<file path="config.mk">
export PLATFORM = sky130hd
export DESIGN_NAME = dac_load_end_flat
export DESIGN_NICKNAME = d
export VERILOG_FILES = /design/src/logic/dac_link_pkg.sv /design/src/logic/dac_link_if.sv /design/src/logic/dac_load_end.sv /design/src/flat_wrapper.sv
export SDC_FILE = /design/constraint.sdc
export NUM_CORES = 1
export LEC_CHECK = 0
export BUFFER_PORTS_ARGS = -buffer_cell sky130_fd_sc_hd__buf_4
export CORE_MARGIN = 4
export CORE_UTILIZATION = 57
export DETAILED_ROUTE_END_ITERATION = 7
export PLACE_DENSITY = 0.84
export SYNTH_ARGS = -nofsm -noshare
export SYNTH_HDL_FRONTEND = slang
export SYNTH_SLANG_ARGS = --single-unit
export TNS_END_PERCENT = 100
</file>
<file path="constraint.sdc">
create_clock -name mclk -period 2.3 [get_ports mclk]
set_input_delay 0.115 -clock mclk [delete_from_list [all_inputs] [get_ports mclk]]
set_output_delay 0.115 -clock mclk [all_outputs]
set_load 0.03 [all_outputs]
</file>
<file path="src/logic/dac_link_pkg.sv">
package dac_link_pkg;
    // ------------------------------------------------------------
    // Frame layout
    // ------------------------------------------------------------
    localparam int unsigned FRAME_BITS     = 16;
    localparam int unsigned CODE_BITS      = 12;
    localparam int unsigned MODE_HI_POS    = 13;
    localparam int unsigned MODE_LO_POS    = 12;
    localparam logic [11:0] CODE_RESET     = 12'h000;
    localparam logic [4:0]  COUNT_LAST     = 5'h10;

    typedef enum logic [1:0] {
        MODE_NORMAL  = 2'h0,
        MODE_PD_1K   = 2'h1,
        MODE_PD_100K = 2'h2,
        MODE_PD_OPEN = 2'h3
    } op_mode_t;

    // ------------------------------------------------------------
    // Timing
    // ------------------------------------------------------------
    localparam int unsigned MCLK_HZ        = 20_000_000;
    localparam int unsigned MCLK_PERIOD_PS = 1_000_000_000 / (MCLK_HZ / 1000);
    localparam int unsigned SEL_HIGH_MIN_PS = 33_000;
    localparam int unsigned SEL_HIGH_RAW    = (SEL_HIGH_MIN_PS + MCLK_PERIOD_PS - 1) / MCLK_PERIOD_PS;
    localparam int unsigned SEL_HIGH_CYC    = (SEL_HIGH_RAW < 1) ? 1 : SEL_HIGH_RAW;
    localparam int unsigned WAKE_NS         = 2_500;
    localparam int unsigned WAKE_CYC        = (WAKE_NS * (MCLK_HZ / 1_000_000)) / 1000;
    localparam int unsigned SCLK_MAX_HZ     = 30_000_000;
    // Host shift clock half period in mclk cycles; 4 gives 2.5 MHz
    localparam int unsigned HALF_PERIOD_CYC = 4;
    localparam logic [7:0]  HALF_PERIOD     = 8'(HALF_PERIOD_CYC);
    localparam logic [7:0]  SEL_HIGH        = 8'(SEL_HIGH_CYC);
    localparam logic [7:0]  WAKE_COUNT      = 8'(WAKE_CYC);
endpackage : dac_link_pkg

</file>
<file path="src/logic/dac_link_if.sv">
`timescale 1ns/1ps
interface dac_link_if;
    logic frame_sel_n;
    logic shift_clk;
    logic serial_data;

    modport host_end (output frame_sel_n, output shift_clk, output serial_data);
    modport dac_end  (input  frame_sel_n, input  shift_clk, input  serial_data);
endinterface : dac_link_if

</file>
<file path="src/logic/dac_load_end.sv">
`timescale 1ns/1ps
// Contract
// - Host opens frame with falling select
// - Sample data on falling shift edges
// - Sixteenth edge loads code and mode
// - Host holds select high 33 ns
// - Host may park select low
// - Frame: two ignored, mode, twelve data
// - Host sends MSB first
// - Early select rise discards frame
// - Code clears to zero at reset
// - Mode field decodes four modes
// - Power-down disconnects output, disables analog
// - Power-down keeps the code; here a power-down frame still loads its twelve data bits into dac_code
// - Output valid after wake recovery
// - Code is straight binary
// - Shift clock up to 30 MHz; this end samples it with mclk and tops out near mclk/4
// - Shift register enabled only select low
module dac_load_end
    import dac_link_pkg::*;
(
    input  wire logic        mclk,
    input  wire logic        nrst,
    dac_link_if.dac_end      link,
    output logic [11:0]      dac_code,
    output op_mode_t         op_mode,
    output logic             amp_enable,
    output logic             term_1k,
    output logic             term_100k,
    output logic             output_valid,
    output logic             load_pulse
);
    // ------------------------------------------------------------
    // Pin synchronisers
    // ------------------------------------------------------------
    logic [1:0] sel_sync;
    logic [1:0] clk_sync;
    logic [1:0] dat_sync;
    logic       clk_prev;
    logic       sel_prev;

    always_ff @(posedge mclk or negedge nrst) begin
        if (!nrst) begin
            sel_sync <= 2'h3;
        end else begin
            sel_sync <= {sel_sync[0], link.frame_sel_n};
        end
    end

    // Each shift phase needs two mclk here, so the link tops out near mclk/4
    always_ff @(posedge mclk or negedge nrst) begin
        if (!nrst) begin
            clk_sync <= 2'h3;
        end else begin
            clk_sync <= {clk_sync[0], link.shift_clk};
        end
    end

    always_ff @(posedge mclk or negedge nrst) begin
        if (!nrst) begin
            dat_sync <= 2'h0;
        end else begin
            dat_sync <= {dat_sync[0], link.serial_data};
        end
    end

    always_ff @(posedge mclk or negedge nrst) begin
        if (!nrst) begin
            clk_prev <= 1'b1;
            sel_prev <= 1'b1;
        end else begin
            clk_prev <= clk_sync[1];
            sel_prev <= sel_sync[1];
        end
    end

    // Data is read from the same stage as the clock, so setup seen on pins holds
    logic fall_edge;
    logic sel_fall;
    assign fall_edge = clk_prev & ~clk_sync[1];
    assign sel_fall  = sel_prev & ~sel_sync[1];

    // ------------------------------------------------------------
    // Frame shift
    // ------------------------------------------------------------
    logic [15:0] shift;
    logic [4:0]  bit_count;
    logic        armed;
    logic        frame_done;

    assign frame_done = armed && !sel_sync[1] && fall_edge && (bit_count == COUNT_LAST - 5'h1);

    always_ff @(posedge mclk or negedge nrst) begin
        if (!nrst) begin
            armed <= 1'b0;
        end else if (sel_sync[1]) begin
            armed <= 1'b0;
        end else if (sel_fall) begin
            armed <= 1'b1;
        end else if (frame_done) begin
            armed <= 1'b0;
        end
    end

    always_ff @(posedge mclk or negedge nrst) begin
        if (!nrst) begin
            shift     <= 16'h0000;
            bit_count <= 5'h00;
        end else if (sel_sync[1] || sel_fall) begin
            shift     <= 16'h0000;
            bit_count <= 5'h00;
        end else if (armed && fall_edge) begin
            shift     <= {shift[14:0], dat_sync[1]};
            bit_count <= bit_count + 5'h01;
        end
    end

    // Last bit joins the word in the same cycle it is sampled
    logic [15:0] full_word;
    assign full_word = {shift[14:0], dat_sync[1]};

    // ------------------------------------------------------------
    // Mode decode
    // ------------------------------------------------------------
    function automatic logic mode_powered_down(input op_mode_t m);
        return (m != MODE_NORMAL);
    endfunction : mode_powered_down

    // Open-output mode selects no termination, leaving the pin floating
    function automatic logic [1:0] mode_termination(input op_mode_t m);
        logic [1:0] sel;
        case (m)
            MODE_PD_1K: begin
                sel = 2'h1;
            end
            MODE_PD_100K: begin
                sel = 2'h2;
            end
            default: begin
                sel = 2'h0;
            end
        endcase
        return sel;
    endfunction : mode_termination

    // ------------------------------------------------------------
    // Code and mode registers
    // ------------------------------------------------------------
    // An aborted frame never raises frame_done, so neither register moves
    always_ff @(posedge mclk or negedge nrst) begin
        if (!nrst) begin
            dac_code <= CODE_RESET;
        end else if (frame_done) begin
            dac_code <= full_word[CODE_BITS-1:0];
        end
    end

    always_ff @(posedge mclk or negedge nrst) begin
        if (!nrst) begin
            op_mode <= MODE_NORMAL;
        end else if (frame_done) begin
            op_mode <= op_mode_t'({full_word[MODE_HI_POS], full_word[MODE_LO_POS]});
        end
    end

    always_ff @(posedge mclk or negedge nrst) begin
        if (!nrst) begin
            load_pulse <= 1'b0;
        end else begin
            load_pulse <= frame_done;
        end
    end

    // ------------------------------------------------------------
    // Output stage control
    // ------------------------------------------------------------
    // Code is never touched here: power-down only gates the stage
    logic [1:0] term_sel;
    assign term_sel = mode_termination(op_mode);

    always_ff @(posedge mclk or negedge nrst) begin
        if (!nrst) begin
            amp_enable <= 1'b1;
            term_1k    <= 1'b0;
            term_100k  <= 1'b0;
        end else begin
            amp_enable <= !mode_powered_down(op_mode);
            term_1k    <= term_sel[0];
            term_100k  <= term_sel[1];
        end
    end

    // ------------------------------------------------------------
    // Wake recovery
    // ------------------------------------------------------------
    // Counter reloads while powered down, so recovery starts at the mode change
    logic [7:0] wake_count;

    always_ff @(posedge mclk or negedge nrst) begin
        if (!nrst) begin
            wake_count   <= 8'h00;
            output_valid <= 1'b1;
        end else if (mode_powered_down(op_mode)) begin
            wake_count   <= WAKE_COUNT;
            output_valid <= 1'b0;
        end else if (wake_count != 8'h00) begin
            wake_count   <= wake_count - 8'h01;
            output_valid <= (wake_count == 8'h01);
        end else begin
            output_valid <= 1'b1;
        end
    end
endmodule : dac_load_end

</file>
<file path="src/flat_wrapper.sv">
// flat-port wrapper written by rule: the top's interface ports become plain ports
module dac_load_end_flat import dac_link_pkg::*;
  (mclk, nrst, dac_code, op_mode, amp_enable, term_1k, term_100k, output_valid, load_pulse, link_frame_sel_n, link_shift_clk, link_serial_data);
  dac_link_if link_i ();
  input  wire logic mclk;
  input  wire logic nrst;
  output logic [11:0] dac_code;
  output op_mode_t op_mode;
  output logic amp_enable;
  output logic term_1k;
  output logic term_100k;
  output logic output_valid;
  output logic load_pulse;
  input wire logic [$bits(link_i.frame_sel_n)-1:0] link_frame_sel_n;
  input wire logic [$bits(link_i.shift_clk)-1:0] link_shift_clk;
  input wire logic [$bits(link_i.serial_data)-1:0] link_serial_data;
  assign link_i.frame_sel_n = link_frame_sel_n;
  assign link_i.shift_clk = link_shift_clk;
  assign link_i.serial_data = link_serial_data;
  dac_load_end u_core (.mclk(mclk), .nrst(nrst), .link(link_i), .dac_code(dac_code), .op_mode(op_mode), .amp_enable(amp_enable), .term_1k(term_1k), .term_100k(term_100k), .output_valid(output_valid), .load_pulse(load_pulse));
endmodule
</file>
# Word-level counts from Yosys, hierarchy flattened
# Index checks and enable logic that the tools add are counted.
word_totals:
  word_cells: 50
  reg_bits: 54
  input_bits: 5
op_classes:
  n_addsub: 2
  bitwise_logic: 4
  mux: 12
  n_reduce_logical: 12
  n_eq_ne: 4
op_table:
  columns: ["cell", "count"]
  rows:
  - ["two-way mux 13 bit", 2]
  - ["two-way mux 8 bit", 2]
  - ["two-way mux 5 bit", 2]
  - ["equality test 8 x 1 -> 1 bit (second input constant)", 1]
  - ["nonzero test 8 bit", 1]
  - ["subtractor 8 x 1 -> 8 bit (second input constant)", 1]
  - ["nonzero test 2 bit", 3]
  - ["adder 5 x 1 -> 5 bit (second input constant)", 1]
  - ["equality test 5 x 4 -> 1 bit (second input constant)", 1]
  - ["two-way mux 1 bit", 5]
  - ["logical AND 1 bit", 4]
  - ["one-hot mux 2 bit (2 select lines)", 1]
  - ["nonzero test 3 bit", 1]
  - ["AND 1 bit", 2]
  - ["equality test 2 x 1 -> 1 bit (second input constant)", 1]
  - ["equality test 2 bit (second input constant)", 1]
  - ["zero test 1 bit", 2]
  - ["inverter 1 bit", 2]
  - ["logical OR 1 bit", 1]

# Longest topological paths before layout
# Gate-level depths: netlist of run 1.
depth:
  word_depth: 7
  depth_mapped: 7
  mapped_depth_nobuf: 6

# Worst setup path after synthesis of run 1
# OpenSTA, ideal clock, no wires.
synth_timing:
  path_kind: "reg-to-reg"
  start: "register u_core.bit_count[0]"
  end: "register u_core.dac_code[10]"
  arrival_time_ns: 1.800
  period_less_slack_ns: 1.925
  n_path_buf: 1
  slack_ns: 0.375
  stages_incl_launch_ff: 8
  cell_sequence: "dfrtp_1 -> ha_1 -> and3_1 -> ha_1 -> nand4b_1 -> nor2_1 -> buf_2 -> mux2_2"
synth_between:
  elab_chain_len: 2
synth_rtl:
  columns: ["element", "line", "source"]
  rows:
  - ["from (decl)", "dac_load_end.sv:87", "logic [4:0] bit_count;"]
  - ["from (signal assigned)", "dac_load_end.sv:114", "bit_count <= bit_count + 5'h01;"]
  - ["equality test 5 x 4 -> 1 bit", "dac_load_end.sv:91", "assign frame_done = armed && !sel_sync[1] && fall_edge && (bit_count == COUNT_LAST - 5'h1);"]
  - ["logical AND 1 bit", "dac_load_end.sv:91", null]
  - ["net u_core.frame_done", "dac_load_end.sv:89", "logic frame_done;"]
  - ["to (signal assigned)", "dac_load_end.sv:154", "dac_code <= full_word[CODE_BITS-1:0];"]
  - ["to (decl)", "dac_load_end.sv:25", "output logic [11:0] dac_code,"]
# The timed path passes the listed nets, and every way through them passes these cells.
# A chain may end at the register's enable or synchronous reset.

# Worst setup path after layout of run 1
layout_timing:
  start: "register u_core.wake_count[0]"
  end: "register u_core.wake_count[4]"
layout_between:
  elab_chain_len: 3
  elab_cells_between_ends: 5
  cone_classes: "1 x add/sub; 2 x mux; 2 x reduce/logical"
layout_rtl:
  columns: ["element", "line", "source"]
  rows:
  - ["from (decl)", "dac_load_end.sv:197", "logic [7:0] wake_count;"]
  - ["from (signal assigned)", "dac_load_end.sv:207", "wake_count <= wake_count - 8'h01;"]
  - ["subtractor 8 x 1 -> 8 bit", "dac_load_end.sv:207", null]
  - ["two-way mux 8 bit", "dac_load_end.sv:206", "end else if (wake_count != 8'h00) begin"]
  - ["two-way mux 8 bit", "dac_load_end.sv:203", "end else if (mode_powered_down(op_mode)) begin"]
# Several ways; a longest one is shown, not always the timed one. The select of a mux whose other input is x is not followed.

==> summary.md, run 1 <==
| Metric | Value |
|---|---|
| Status | `completed` |
| CP Data Required Time | `2530 ps` |
| CP Data Arrival Time | `2120 ps` |
| Critical path, cell by cell | `inv_1, ha_1, nor3b_1, buf_4, a2111oi_0, mux2i_1` |
| Via count | `1459` |
| Slew HR | `57.2%` |
| Vias in the first global route | `1494` |
| Via density | `5.53` |
| Worst Setup Start Kind | `flip-flop` |
| # IOs | `24` |
| Synth area leaders | `dfrtp_1, dfstp_2, mux2_2, nand2_1, a21oi_1` |
| Share of layout cells above drive strength 1 | `28.7%` |
| Crit Path Class | `flip-flop to flip-flop` |
| Area share of the largest cell type after synthesis | `53.1%` |
| Hpwl dp | `2.64 mm` |
| Worst Skew | `7.45 ps` |
| Routed wl met2 | `1.99 mm` |
| CTS tree | `built` |
| PwrDens | `611 nW/um2` |
| Fillcell total | `261` |
| Syn Nets | `195` |
| DRT Pass-1 Iters | `4` |
| Syn Inst Count | `185` |
| Final wirelength | `3.80 mm` |
| GRT overflow | `0` |
| Post-synth EDFFs | `0` |
| Syn-to-layout area delta | `16.7%` |
| M1 WL | `1.55 mm` |
| Routed Antenna Nets | `0` |
| First-pass GRT wire length | `6.71 mm` |
| Slew Limit Fails | `0` |
| Syn_area_per_cell | `11.7 um2` |
| Setup TNS | `0 ps` |
| Chip height | `69.7 um` |
| DIE AREA | `4850 um2` |
| Max incr delay on CP | `480 ps` |
| Min-Delay Path Class | `flip-flop to flip-flop` |
| Multi-input logic area | `756 um2` |
| Highest clock rate | `0.532 GHz` |
| Final Setup Violations | `0` |
| Cell family with most CP delay | `compound AO/OA/AOI/OAI gates` |
| Tcrit/Tclk final | `81.8%` |
| Netlist cell types | `37` |
| Max layer used | `met4` |
| Max Buffers Root-to-Sink | `2` |
| Post-synthesis cell area | `2170 um2` |
| Htree depth | `2` |
| Row count | `22` |
| Maximum number of pins on one net before global-route repair | `55` |
| GP Congestion | `0.871` |
| Clk slew on worst S/H paths | `90 ps` |
| Initial drt markers | `104` |
| Critical path capture point type | `flip-flop` |
| WP buf/inv | `2` |
| Ant. Diodes | `0` |
| CTS root buffer | `clkbuf_8` |
| Final hold violation count | `0` |
| Worst Tran Pin Value | `643 ps` |
| DR DRC count | `0` |
| Unrepaired setup endpoints after global routing | `no` |
| Sequential area share after synthesis | `62.8%` |
| CORE AREA | `3660 um2` |
| Max-cap violation count | `0` |
| Initial antenna violation count | `0` |
| WL per Instance | `14.4 um` |
| Number of buffers created by CTS | `5` |
| Fin crit period | `1880 ps` |
| Primary FF master, synth | `dfrtp_1` |
| Worst VDD drop | `0.435 mV` |
| Met3 WL | `198 um` |
| Post-synthesis async set-or-reset flop share | `100%` |
| Later-pin clock latency in the skew report | `300 ps` |
| Post-synth top area cell | `dfrtp_1` |
| Crit-path slowest cell | `a2111oi_0` |
| All-Layer GR Usage | `17.3%` |
| CTS resizes | `0` |
| DIE WIDTH | `69.7 um` |
| Initial Utilization | `59.2%` |
| Warnings from Yosys | `0` |
| Storage cell area | `1360 um2` |
| Leak | `1.19 nW` |
| Total power | `1.55 mW` |
| Final net count | `225` |
| # clock sinks | `54` |
| Number of port buffers | `23` |
| Crit Path Max Fanout | `7` |
| Seq cells post-synth | `54` |
## layout by cell type (no fill, tap or decap), drive strengths merged, types with 5 or more instances in the layout
master and count:
a21oi 21, buf 26, clkbuf 6, dfrtp 46, dfstp 8, ha 5
inv 6, mux2 14, nand2 30, nor2 5, o21ai 5
## worst paths after layout
kind | from | slack (ps) | depth (start not counted) | endpoint
hold / removal | u_core.dat_sync[0] | 350 | 0 | u_core.dat_sync[1]
setup reg to reg | u_core.wake_count[0] | 420 | 6 | u_core.wake_count[4]
setup / recovery | u_core.wake_count[0] | 420 | 6 | u_core.wake_count[4]
hold reg to reg | u_core.dat_sync[0] | 350 | 0 | u_core.dat_sync[1]
min in group asynchronous | nrst | 370 | 2 | u_core.dac_code[7]
max in group asynchronous | nrst | 1490 | 2 | u_core.dat_sync[0]
## stage by stage
stage	utilization [%]	area [um2]	setup WS (ps)	cells	hold slack (ps)
after floorplan	-	2170	375	185	-181
after global placement	65.4	2390	544	252	176
after detailed placement	65.4	2390	453	252	186
after CTS	69.1	2530	439	264	356
after global routing	69.1	2530	308	264	359
final	69.1	2530	419	264	354
## cells by family after synthesis
logic type,share of synthesized area [%]
AND/OR/NAND/NOR,14.4
flip-flops,62.8
AO/OA/AOI/OAI,8.95
multiplexers,8.20
buffers and inverters,2.31
adder cells (fa/ha/maj),2.89
XOR/XNOR,0.404
## what timing repair did
| action | 4_1_cts | 5_1_grt |
|---|---|---|
| hold endpoints to repair | 49 | 0 |
| hold buffers | 4 | 0 |
| buffers inserted | 0 | 0 |
## sequential cells by signal (all words and copies together) (netlist names)
register             count
u_core.wake_count        8
u_core.dac_code         12
u_core.clk_prev          1
u_core.bit_count         5
u_core.armed             1
u_core.sel_prev          1
u_core.output_valid      1
u_core.dat_sync          2
u_core.load_pulse        1
u_core.shift            13
u_core.sel_sync          2
u_core.op_mode           2
u_core.term_100k         1
u_core.term_1k           1
u_core.clk_sync          2
u_core.amp_enable        1
## cell type report
class | count | area share (%)
well taps | 48 | 2.37
inverters | 6 | 0.890
repair buffers | 30 | 9.30
clock buffers | 6 | 3.26
flip-flops and latches | 54 | 53.8
multi-input cells | 118 | 29.9
clock inverters | 2 | 0.495
## cells in the mapped netlist, types with 4 or more instances
cell	count
nand2_1	30
ha_1	5
a21oi_1	21
nor2_1	5
mux2_2	14
inv_1	6
or3_1	4
dfstp_2	8
dfrtp_1	46
o21ai_0	5
clkbuf_1	4
nor3_1	4
## power by group
group          total [mW]  switching [mW]  internal [mW]
sequential          0.968         0.00583          0.962
combinational      0.0439          0.0306         0.0133
clock               0.533           0.291          0.242
## per-layer routing
metal,global-route usage (%),vias up
li1,-,697
met1,20.8,717
met2,29.3,37
met3,5.94,8
met4,5.53,0
met5,0,-
(Power assumes the default switching activity.)
==> run 2: changes to the inputs <==
--- a/config.mk
+++ b/config.mk
@@ -7,9 +7,9 @@
 export LEC_CHECK = 0
 export BUFFER_PORTS_ARGS = -buffer_cell sky130_fd_sc_hd__buf_4
 export CORE_MARGIN = 4
-export CORE_UTILIZATION = 57
+export CORE_UTILIZATION = 51
 export DETAILED_ROUTE_END_ITERATION = 7
-export PLACE_DENSITY = 0.84
+export PLACE_DENSITY = 0.8
 export SYNTH_ARGS = -nofsm -noshare
 export SYNTH_HDL_FRONTEND = slang
 export SYNTH_SLANG_ARGS = --single-unit
==> constraint.sdc (replaced) <==
create_clock -name mclk -period 1.6 [get_ports mclk]
set_input_delay 0.08 -clock mclk [delete_from_list [all_inputs] [get_ports mclk]]
set_output_delay 0.08 -clock mclk [all_outputs]
set_load 0.03 [all_outputs]
==> run 2 against run 1 <==
  * The run now ends with negative setup slack left
  * First-iteration DRC count grew 33%
  * Register-to-register slack lost 590 ps
  * Flip-flop and latch count is the same
  * Via count grew 5.3%
  * Utilization shrank 1.2 points
  * Sequential power grew 44%
  * Power grew 41%
  * Critical path depth grew 1
  * Fmax grew 6.4%
  * Wire length grew 8.3%
  * Worst hold slack lost 25 ps
  * Die area grew 10%
==> summary.md, run 2 (synthesized netlist as in run 1, its figures left out) <==
| Metric | Value |
|---|---|
| Clk slew on worst S/H paths | `90 ps (about the same)` |
| Worst Tran Pin Value | `651 ps (+8.59 ps)` |
| DIE WIDTH | `73.2 um (+5.1%)` |
| Max Buffers Root-to-Sink | `2 (unchanged)` |
| Final hold violation count | `0 (unchanged)` |
| Initial antenna violation count | `0 (unchanged)` |
| Routed wl met2 | `2.15 mm (+7.9%)` |
| PwrDens | `790 nW/um2 (+29%)` |
| Vias in the first global route | `1560 (+4.4%)` |
| Unrepaired setup endpoints after global routing | `yes` |
| Via density | `5.41 (-2.1%)` |
| Slew HR | `56.6% (-0.57 points)` |
| Maximum number of pins on one net before global-route repair | `55 (unchanged)` |
| CP Data Arrival Time | `1960 ps (-160 ps)` |
| WL per Instance | `14.5 um (+0.67%)` |
| Later-pin clock latency in the skew report | `310 ps (about the same)` |
| Critical path, cell by cell | `ha_1, and3_1, ha_1, nand4b_1, nor2_4, buf_12, mux2_2` |
| M1 WL | `1.70 mm (+10%)` |
| Row count | `23 (+4.5%)` |
| DP Cell Count | `269 (+6.7%)` |
| Setup TNS | `-2300 ps (-2300 ps)` |
| GRT overflow | `0 (unchanged)` |
| Placed cell areas | `2540 um2 (+6.1%)` |
| Syn-to-layout area delta | `27.2%` |
| PnR worst setup slack | `-168 ps (-587 ps)` |
| DR DRC count | `0 (unchanged)` |
| All-Layer GR Usage | `16.8% (-0.48 points)` |
| Failing checks | `negative setup slack` |
| Design area | `2760 um2 (+9.0%)` |
| Leak | `1.30 nW (+9.0%)` |
| Post-Layout Cell Count | `284 (+7.6%)` |
| Worst Skew | `9.63 ps (+2.18 ps)` |
| Share of layout cells above drive strength 1 | `38.5% (+9.8 points)` |
| DIE AREA | `5360 um2 (+10%)` |
| Number of port buffers | `23 (unchanged)` |
| Ant. Diodes | `0 (unchanged)` |
| CP Data Required Time | `1790 ps (-740 ps)` |
| Final Setup Violations | `16 (+16)` |
| Initial Utilization | `53.4% (-5.8 points)` |
| Max layer used | `met4` |
| Htree depth | `2 (unchanged)` |
| Max-cap violation count | `0 (unchanged)` |
| WP buf/inv | `1 (-1)` |
| Total power | `2.18 mW (+41%)` |
| # clock sinks | `54 (unchanged)` |
| Final wirelength | `4.11 mm (+8.3%)` |
| CTS tree | `built` |
| Min-Delay Path Class | `input port to asynchronous set/reset pin` |
| Crit-path slowest cell | `dfrtp_1` |
| Hpwl dp | `2.68 mm (+1.6%)` |
| Crit Path Class | `flip-flop to flip-flop` |
| Via count | `1536 (+5.3%)` |
| Most frequent CP cell | `ha_1` |
| Crit Path Max Fanout | `15 (+8)` |
| Routed Antenna Nets | `0 (unchanged)` |
| Final net count | `244 (+8.4%)` |
| Chip height | `73.2 um (+5.1%)` |
| Most flops, register | `u_core.shift` |
| Worst Setup Start Kind | `flip-flop` |
| GP Congestion | `0.820 (-5.8%)` |
| Highest clock rate | `0.566 GHz (+6.4%)` |
| Fin crit period | `1770 ps (-113 ps)` |
| Util after Layout | `67.9% (-1.2 points)` |
| Number of flip-flops in the largest register | `13 (unchanged)` |
| First-pass GRT wire length | `6.89 mm (+2.7%)` |
| Commonest non-fill, non-tap cell in the layout | `dfrtp_1` |
| Cells on worst reg2reg path | `7 (+1)` |
| # IOs | `24 (unchanged)` |
| CTS root buffer | `clkbuf_8` |
| Levels on crit path | `7 (+1)` |
| Met3 WL | `206 um (+4.0%)` |
| Worst VDD drop | `0.477 mV (+9.7%)` |
| Max incr delay on CP | `360 ps (-120 ps)` |
| Cell family with most CP delay | `simple AND/OR/NAND/NOR gates` |
| Top Registers | `u_core.shift: 13 flops, u_core.dac_code: 12 flops, u_core.wake_count: 8 flops` |
| Status | `complete, but fails checks` |
| Slew Limit Fails | `0 (unchanged)` |
| Critical path capture point type | `flip-flop` |
| CORE AREA | `4060 um2 (+11%)` |
| DRT Pass-1 Iters | `4 (unchanged)` |
| Most frequent cells in the layout | `dfrtp_1, buf_4, nand2_1, a21oi_1, mux2_2` |
| Number of buffers created by CTS | `5 (unchanged)` |
| Tcrit/Tclk final | `111% (+29 points)` |
| Initial drt markers | `138 (+33%)` |
run 2: cell types whose count changed in the layout (fill, tap and decap cells not counted), moves of 2 or more:
cell	before	now
inv_2	0	2
buf_4	26	42
or4_4	1	3
inv_1	6	4
buf_6	0	2
run 2: layer usage:
| layer | vias to the layer above | GRT usage [%] |
|---|---|---|
| li1 | 735 | - |
| met1 | 761 | 20.4 |
| met2 | 34 | 28.7 |
| met3 | 6 | 4.27 |
| met4 | 0 | 6.56 |
| met5 | - | 0 |
run 2: per-stage QoR:
step / hold slack, ps / setup WS (ps)
finish: 329 / -168
global route: 365 / -242
CTS: 360 / -171
detailed placement: 153 / -188
global placement: 148 / -84.5
floorplan: -216 / -151
run 2: report_power, final:
group | internal, mW | switching, mW
sequential | 1.38 | 0.00861
combinational | 0.0218 | 0.0448
clock | 0.301 | 0.418
run 2: repair_timing:
action,in CTS,in global routing
setup buffers,2,2
endpoints found under the hold margin,49,0
hold buffers,4,0
resized for setup,4,11
pin swaps,2,3
setup endpoints to repair,20,18
run 2: area by class of cell:
type / instances / area, um2
Clock buffer: 6 / 72.6
Tap cell: 50 / 62.6
Sequential cell: 54 / 1360
Fill cell: 309 / 1300
Timing Repair Buffer: 49 / 398
Clock inverter: 1 / 7.51
Multi-Input combinational cell: 118 / 832
Inverter: 6 / 22.5
run 2: worst paths after layout:
path / start / to / slack [ps]
worst max register to register: u_core.bit_count[0] / u_core.dac_code[5] / -170
min in group mclk: u_core.dat_sync[0] / u_core.dat_sync[1] / 350
worst min register to register: u_core.dat_sync[0] / u_core.dat_sync[1] / 350
max in group asynchronous: nrst / u_core.dat_sync[0] / 820
worst min-delay path: nrst / u_core.wake_count[7] / 330
worst max-delay path: u_core.bit_count[0] / u_core.dac_code[5] / -170
run 2: worst register-to-register path, stage by stage, from the launching register on:
cell	delay (ps)
dfrtp_1	360
ha_1	170
and3_1	160
ha_1	140
nand4b_1	180
nor2_4	150
buf_12	160
mux2_2	340
==> run 3: changes to the inputs <==
--- a/config.mk
+++ b/config.mk
@@ -5,6 +5,7 @@
 export SDC_FILE = /design/constraint.sdc
 export NUM_CORES = 1
 export LEC_CHECK = 0
+export ABC_AREA = 1
 export BUFFER_PORTS_ARGS = -buffer_cell sky130_fd_sc_hd__buf_4
 export CORE_MARGIN = 4
 export CORE_UTILIZATION = 51
==> run 3 against run 2 <==
  * The flow now finishes without violations
  * Clock skew increased by 7.8 ps
  * Final cell count increased by 3.9%
  * Via count decreased by 5.1%
  * Non-clock buffer count decreased by 20
  * Power increased by 2.9%
  * Wire length decreased by 8.3%
  * Combinational power decreased by 4.4%
  * Fmax increased by 20%
  * Critical path depth increased by 1
  * Sequential share of layout area increased by 4.4 points
  * Count of clock-buffer cells in the layout decreased by 1
  * Synthesized cell count increased by 15%
  * Critical endpoint is now u_core.dac_code[8]
  * Highest routed layer unchanged
==> summary.md, run 3 <==
| Metric | Value |
|---|---|
| # clock sinks | `54 (unchanged)` |
| Later-pin clock latency in the skew report | `320 ps (about the same)` |
| Critical path, cell by cell | `ha_1, nand2_1, nor2_1, ha_2, nand3_2, buf_12, nand2_1, o21ai_0` |
| GRT overflow | `0 (unchanged)` |
| Post-synthesis async set-or-reset flop share | `100% (unchanged)` |
| All-Layer GR Usage | `16.1% (-0.75 points)` |
| DIE WIDTH | `73.3 um (+0.18%)` |
| Worst Skew | `17.5 ps (+7.85 ps)` |
| DIE AREA | `5380 um2 (+0.36%)` |
| Htree depth | `2 (unchanged)` |
| PwrDens | `885 nW/um2 (+12%)` |
| Tcrit/Tclk final | `92.2% (-18 points)` |
| Post-synth EDFFs | `0 (unchanged)` |
| # IOs | `24 (unchanged)` |
| Routed Antenna Nets | `0 (unchanged)` |
| Final hold violation count | `0 (unchanged)` |
| Status | `completed` |
| Fillcell total | `327 (+5.8%)` |
| Highest clock rate | `0.678 GHz (+20%)` |
| Syn_area_per_cell | `10.2 um2 (-13%)` |
| Post-synthesis cell area | `2180 um2 (+0.40%)` |
| Crit Path Max Fanout | `29 (+14)` |
| Synth area leaders | `dfrtp_1, dfstp_2, nand2_1, inv_1, o22ai_1` |
| Row count | `23 (unchanged)` |
| Chip height | `73.3 um (+0.18%)` |
| Crit Path Class | `flip-flop to flip-flop` |
| Leak | `1.26 nW (-3.5%)` |
| Worst Tran Pin Value | `642 ps (-8.81 ps)` |
| R2R Setup Slk | `130 ps (+290 ps)` |
| Clk slew on worst S/H paths | `110 ps (+20 ps)` |
| Syn Inst Count | `213 (+15%)` |
| Max Buffers Root-to-Sink | `2 (unchanged)` |
| CTS root buffer | `clkbuf_8` |
| Slew HR | `57.2% (+0.59 points)` |
| Max incr delay on CP | `390 ps (+30 ps)` |
| Number of flip-flops in the largest register | `13 (unchanged)` |
| Ant. Diodes | `0 (unchanged)` |
| Fin crit period | `1470 ps (-293 ps)` |
| Via count | `1458 (-5.1%)` |
| Slew Limit Fails | `0 (unchanged)` |
| Warnings from Yosys | `0 (unchanged)` |
| Most frequent CP cell | `nand2_1` |
| GP Congestion | `0.796 (-2.9%)` |
| Maximum number of pins on one net before global-route repair | `55 (unchanged)` |
| WP buf/inv | `1 (unchanged)` |
| Cell family with most CP delay | `flip-flops` |
| Most common cell in the synthesized netlist | `dfrtp_1` |
| Primary FF master, synth | `dfrtp_1` |
| Most frequent cells in the layout | `dfrtp_1, nand2_1, inv_1, buf_4, o21ai_0` |
| Share of layout cells above drive strength 1 | `22.0% (-16 points)` |
| Final wirelength | `3.77 mm (-8.3%)` |
| DP Cell Count | `282 (+4.8%)` |
| Final net count | `254 (+4.1%)` |
| Setup TNS | `0 ps (+2300 ps)` |
| Via density | `4.94 (-8.6%)` |
| Area share of the largest cell type after synthesis | `52.9% (-0.21 points)` |
| Commonest non-fill, non-tap cell in the layout | `dfrtp_1` |
| Post-Layout Cell Count | `295 (+3.9%)` |
| Seq cells post-synth | `54 (unchanged)` |
| CP Data Arrival Time | `1670 ps (-290 ps)` |
| Number of buffers created by CTS | `5 (unchanged)` |
| Worst Setup Start Kind | `flip-flop` |
| Hpwl dp | `2.57 mm (-3.9%)` |
| Netlist cell types | `24 (-35%)` |
| Initial drt markers | `63 (-54%)` |
| DR DRC count | `0 (unchanged)` |
| Min-Delay Path Class | `input port to asynchronous set/reset pin` |
| CORE AREA | `4060 um2 (unchanged)` |
| Crit-path slowest cell | `dfrtp_1` |
| Initial antenna violation count | `0 (unchanged)` |
| First-pass GRT wire length | `6.49 mm (-5.9%)` |
| Top Registers | `u_core.shift: 13 flops, u_core.dac_code: 12 flops, u_core.wake_count: 8 flops` |
| Syn-to-layout area delta | `16.4%` |
| Post-synth top area cell | `dfrtp_1` |
| Worst VDD drop | `0.766 mV (+61%)` |
| Initial Utilization | `53.6% (+0.22 points)` |
| CTS tree | `built` |
| CP Data Required Time | `1790 ps (about the same)` |
| DRT Pass-1 Iters | `4 (unchanged)` |
| Critical path capture point type | `flip-flop` |
| Most flops, register | `u_core.shift` |
| Vias in the first global route | `1366 (-12%)` |
| Top cells by count, synth | `dfrtp_1, nand2_1, inv_1` |
| Max-cap violation count | `0 (unchanged)` |
| Sequential area share after synthesis | `62.6% (-0.25 points)` |
| Number of port buffers | `23 (unchanged)` |
| Syn Nets | `223 (+14%)` |
| WL per Instance | `12.8 um (-12%)` |
| Final Setup Violations | `0 (-16)` |
==> run 3: area by class of cell <==
| type | instances | area (um2) | share of cell area [%] |
|---|---|---|---|
| sequential | 54 | 1360 | 53.8 |
| multi-input combinational | 119 | 643 | 25.4 |
| timing repair buffer | 29 | 240 | 9.49 |
| inverter | 35 | 131 | 5.19 |
| clock buffer | 5 | 68.8 | 2.72 |
| tap | 50 | 62.6 | 2.47 |
| clock inverter | 3 | 25.0 | 0.988 |
==> run 3: timing repair <==
action	CTS	global route
resized for setup	0	1
buffers inserted	0	1
endpoints found under the hold margin	49	0
setup endpoints to repair	0	7
hold buffers	4	0
==> run 3: power breakdown <==
part / switching (mW) / internal, mW / leakage, nW
clock network: 0.469 / 0.317 / 0.0447
logic: 0.0439 / 0.0198 / 0.490
registers: 0.00808 / 1.38 / 0.721
==> run 3: metal layers <==
metal	wire length, um	part of all wire, %	GRT usage (%)	vias to the layer above
met5	0	0	0	-
met3	203	5.4	4.51	6
met2	1670	44	23.2	31
met1	1820	48	22.7	677
li1	-	-	-	744
met4	74	2.0	7.24	0
==> run 3: logic make-up (layout without fill, tap and decap cells) <==
family          Yosys count  count (layout)  synth area share [%]
xor+xnor                  1               1                 0.403
simple gates             73              73                  15.3
compound gates           40              40                  10.9
flops                    54              54                  62.6
fa+ha+maj                 5               5                  2.88
buf+inv                  40              72                  7.99
==> run 3: worst reg2reg max path, cell delays in order (launching register included) <==
cell	delay, ps
dfrtp_1	390
ha_1	180
nand2_1	70
nor2_1	100
ha_2	210
nand3_2	100
buf_12	170
nand2_1	70
o21ai_0	70
==> run 3: metrics by stage <==
stage	util (%)	hold slack [ps]	worst slack (ps)	power, mW	cell area (um2)
floorplan	-	-216	172	1.44	2180
global placement	58.9	150	176	1.47	2390
detailed placement	58.9	152	129	1.47	2390
CTS	62.2	348	100	2.26	2520
global route	62.4	370	-1.58	2.32	2530
finish	62.4	314	125	2.24	2530
==> run 3: worst paths after layout <==
path,start,end,cells past startpoint
min in group mclk,u_core.clk_sync[0],u_core.clk_sync[1],0
worst min register to register,u_core.clk_sync[0],u_core.clk_sync[1],0
worst max register to register,u_core.bit_count[1],u_core.dac_code[8],8
max in group asynchronous,nrst,u_core.dat_sync[1],2
worst max-delay path,u_core.bit_count[1],u_core.dac_code[8],8
worst min-delay path,nrst,u_core.wake_count[5],2
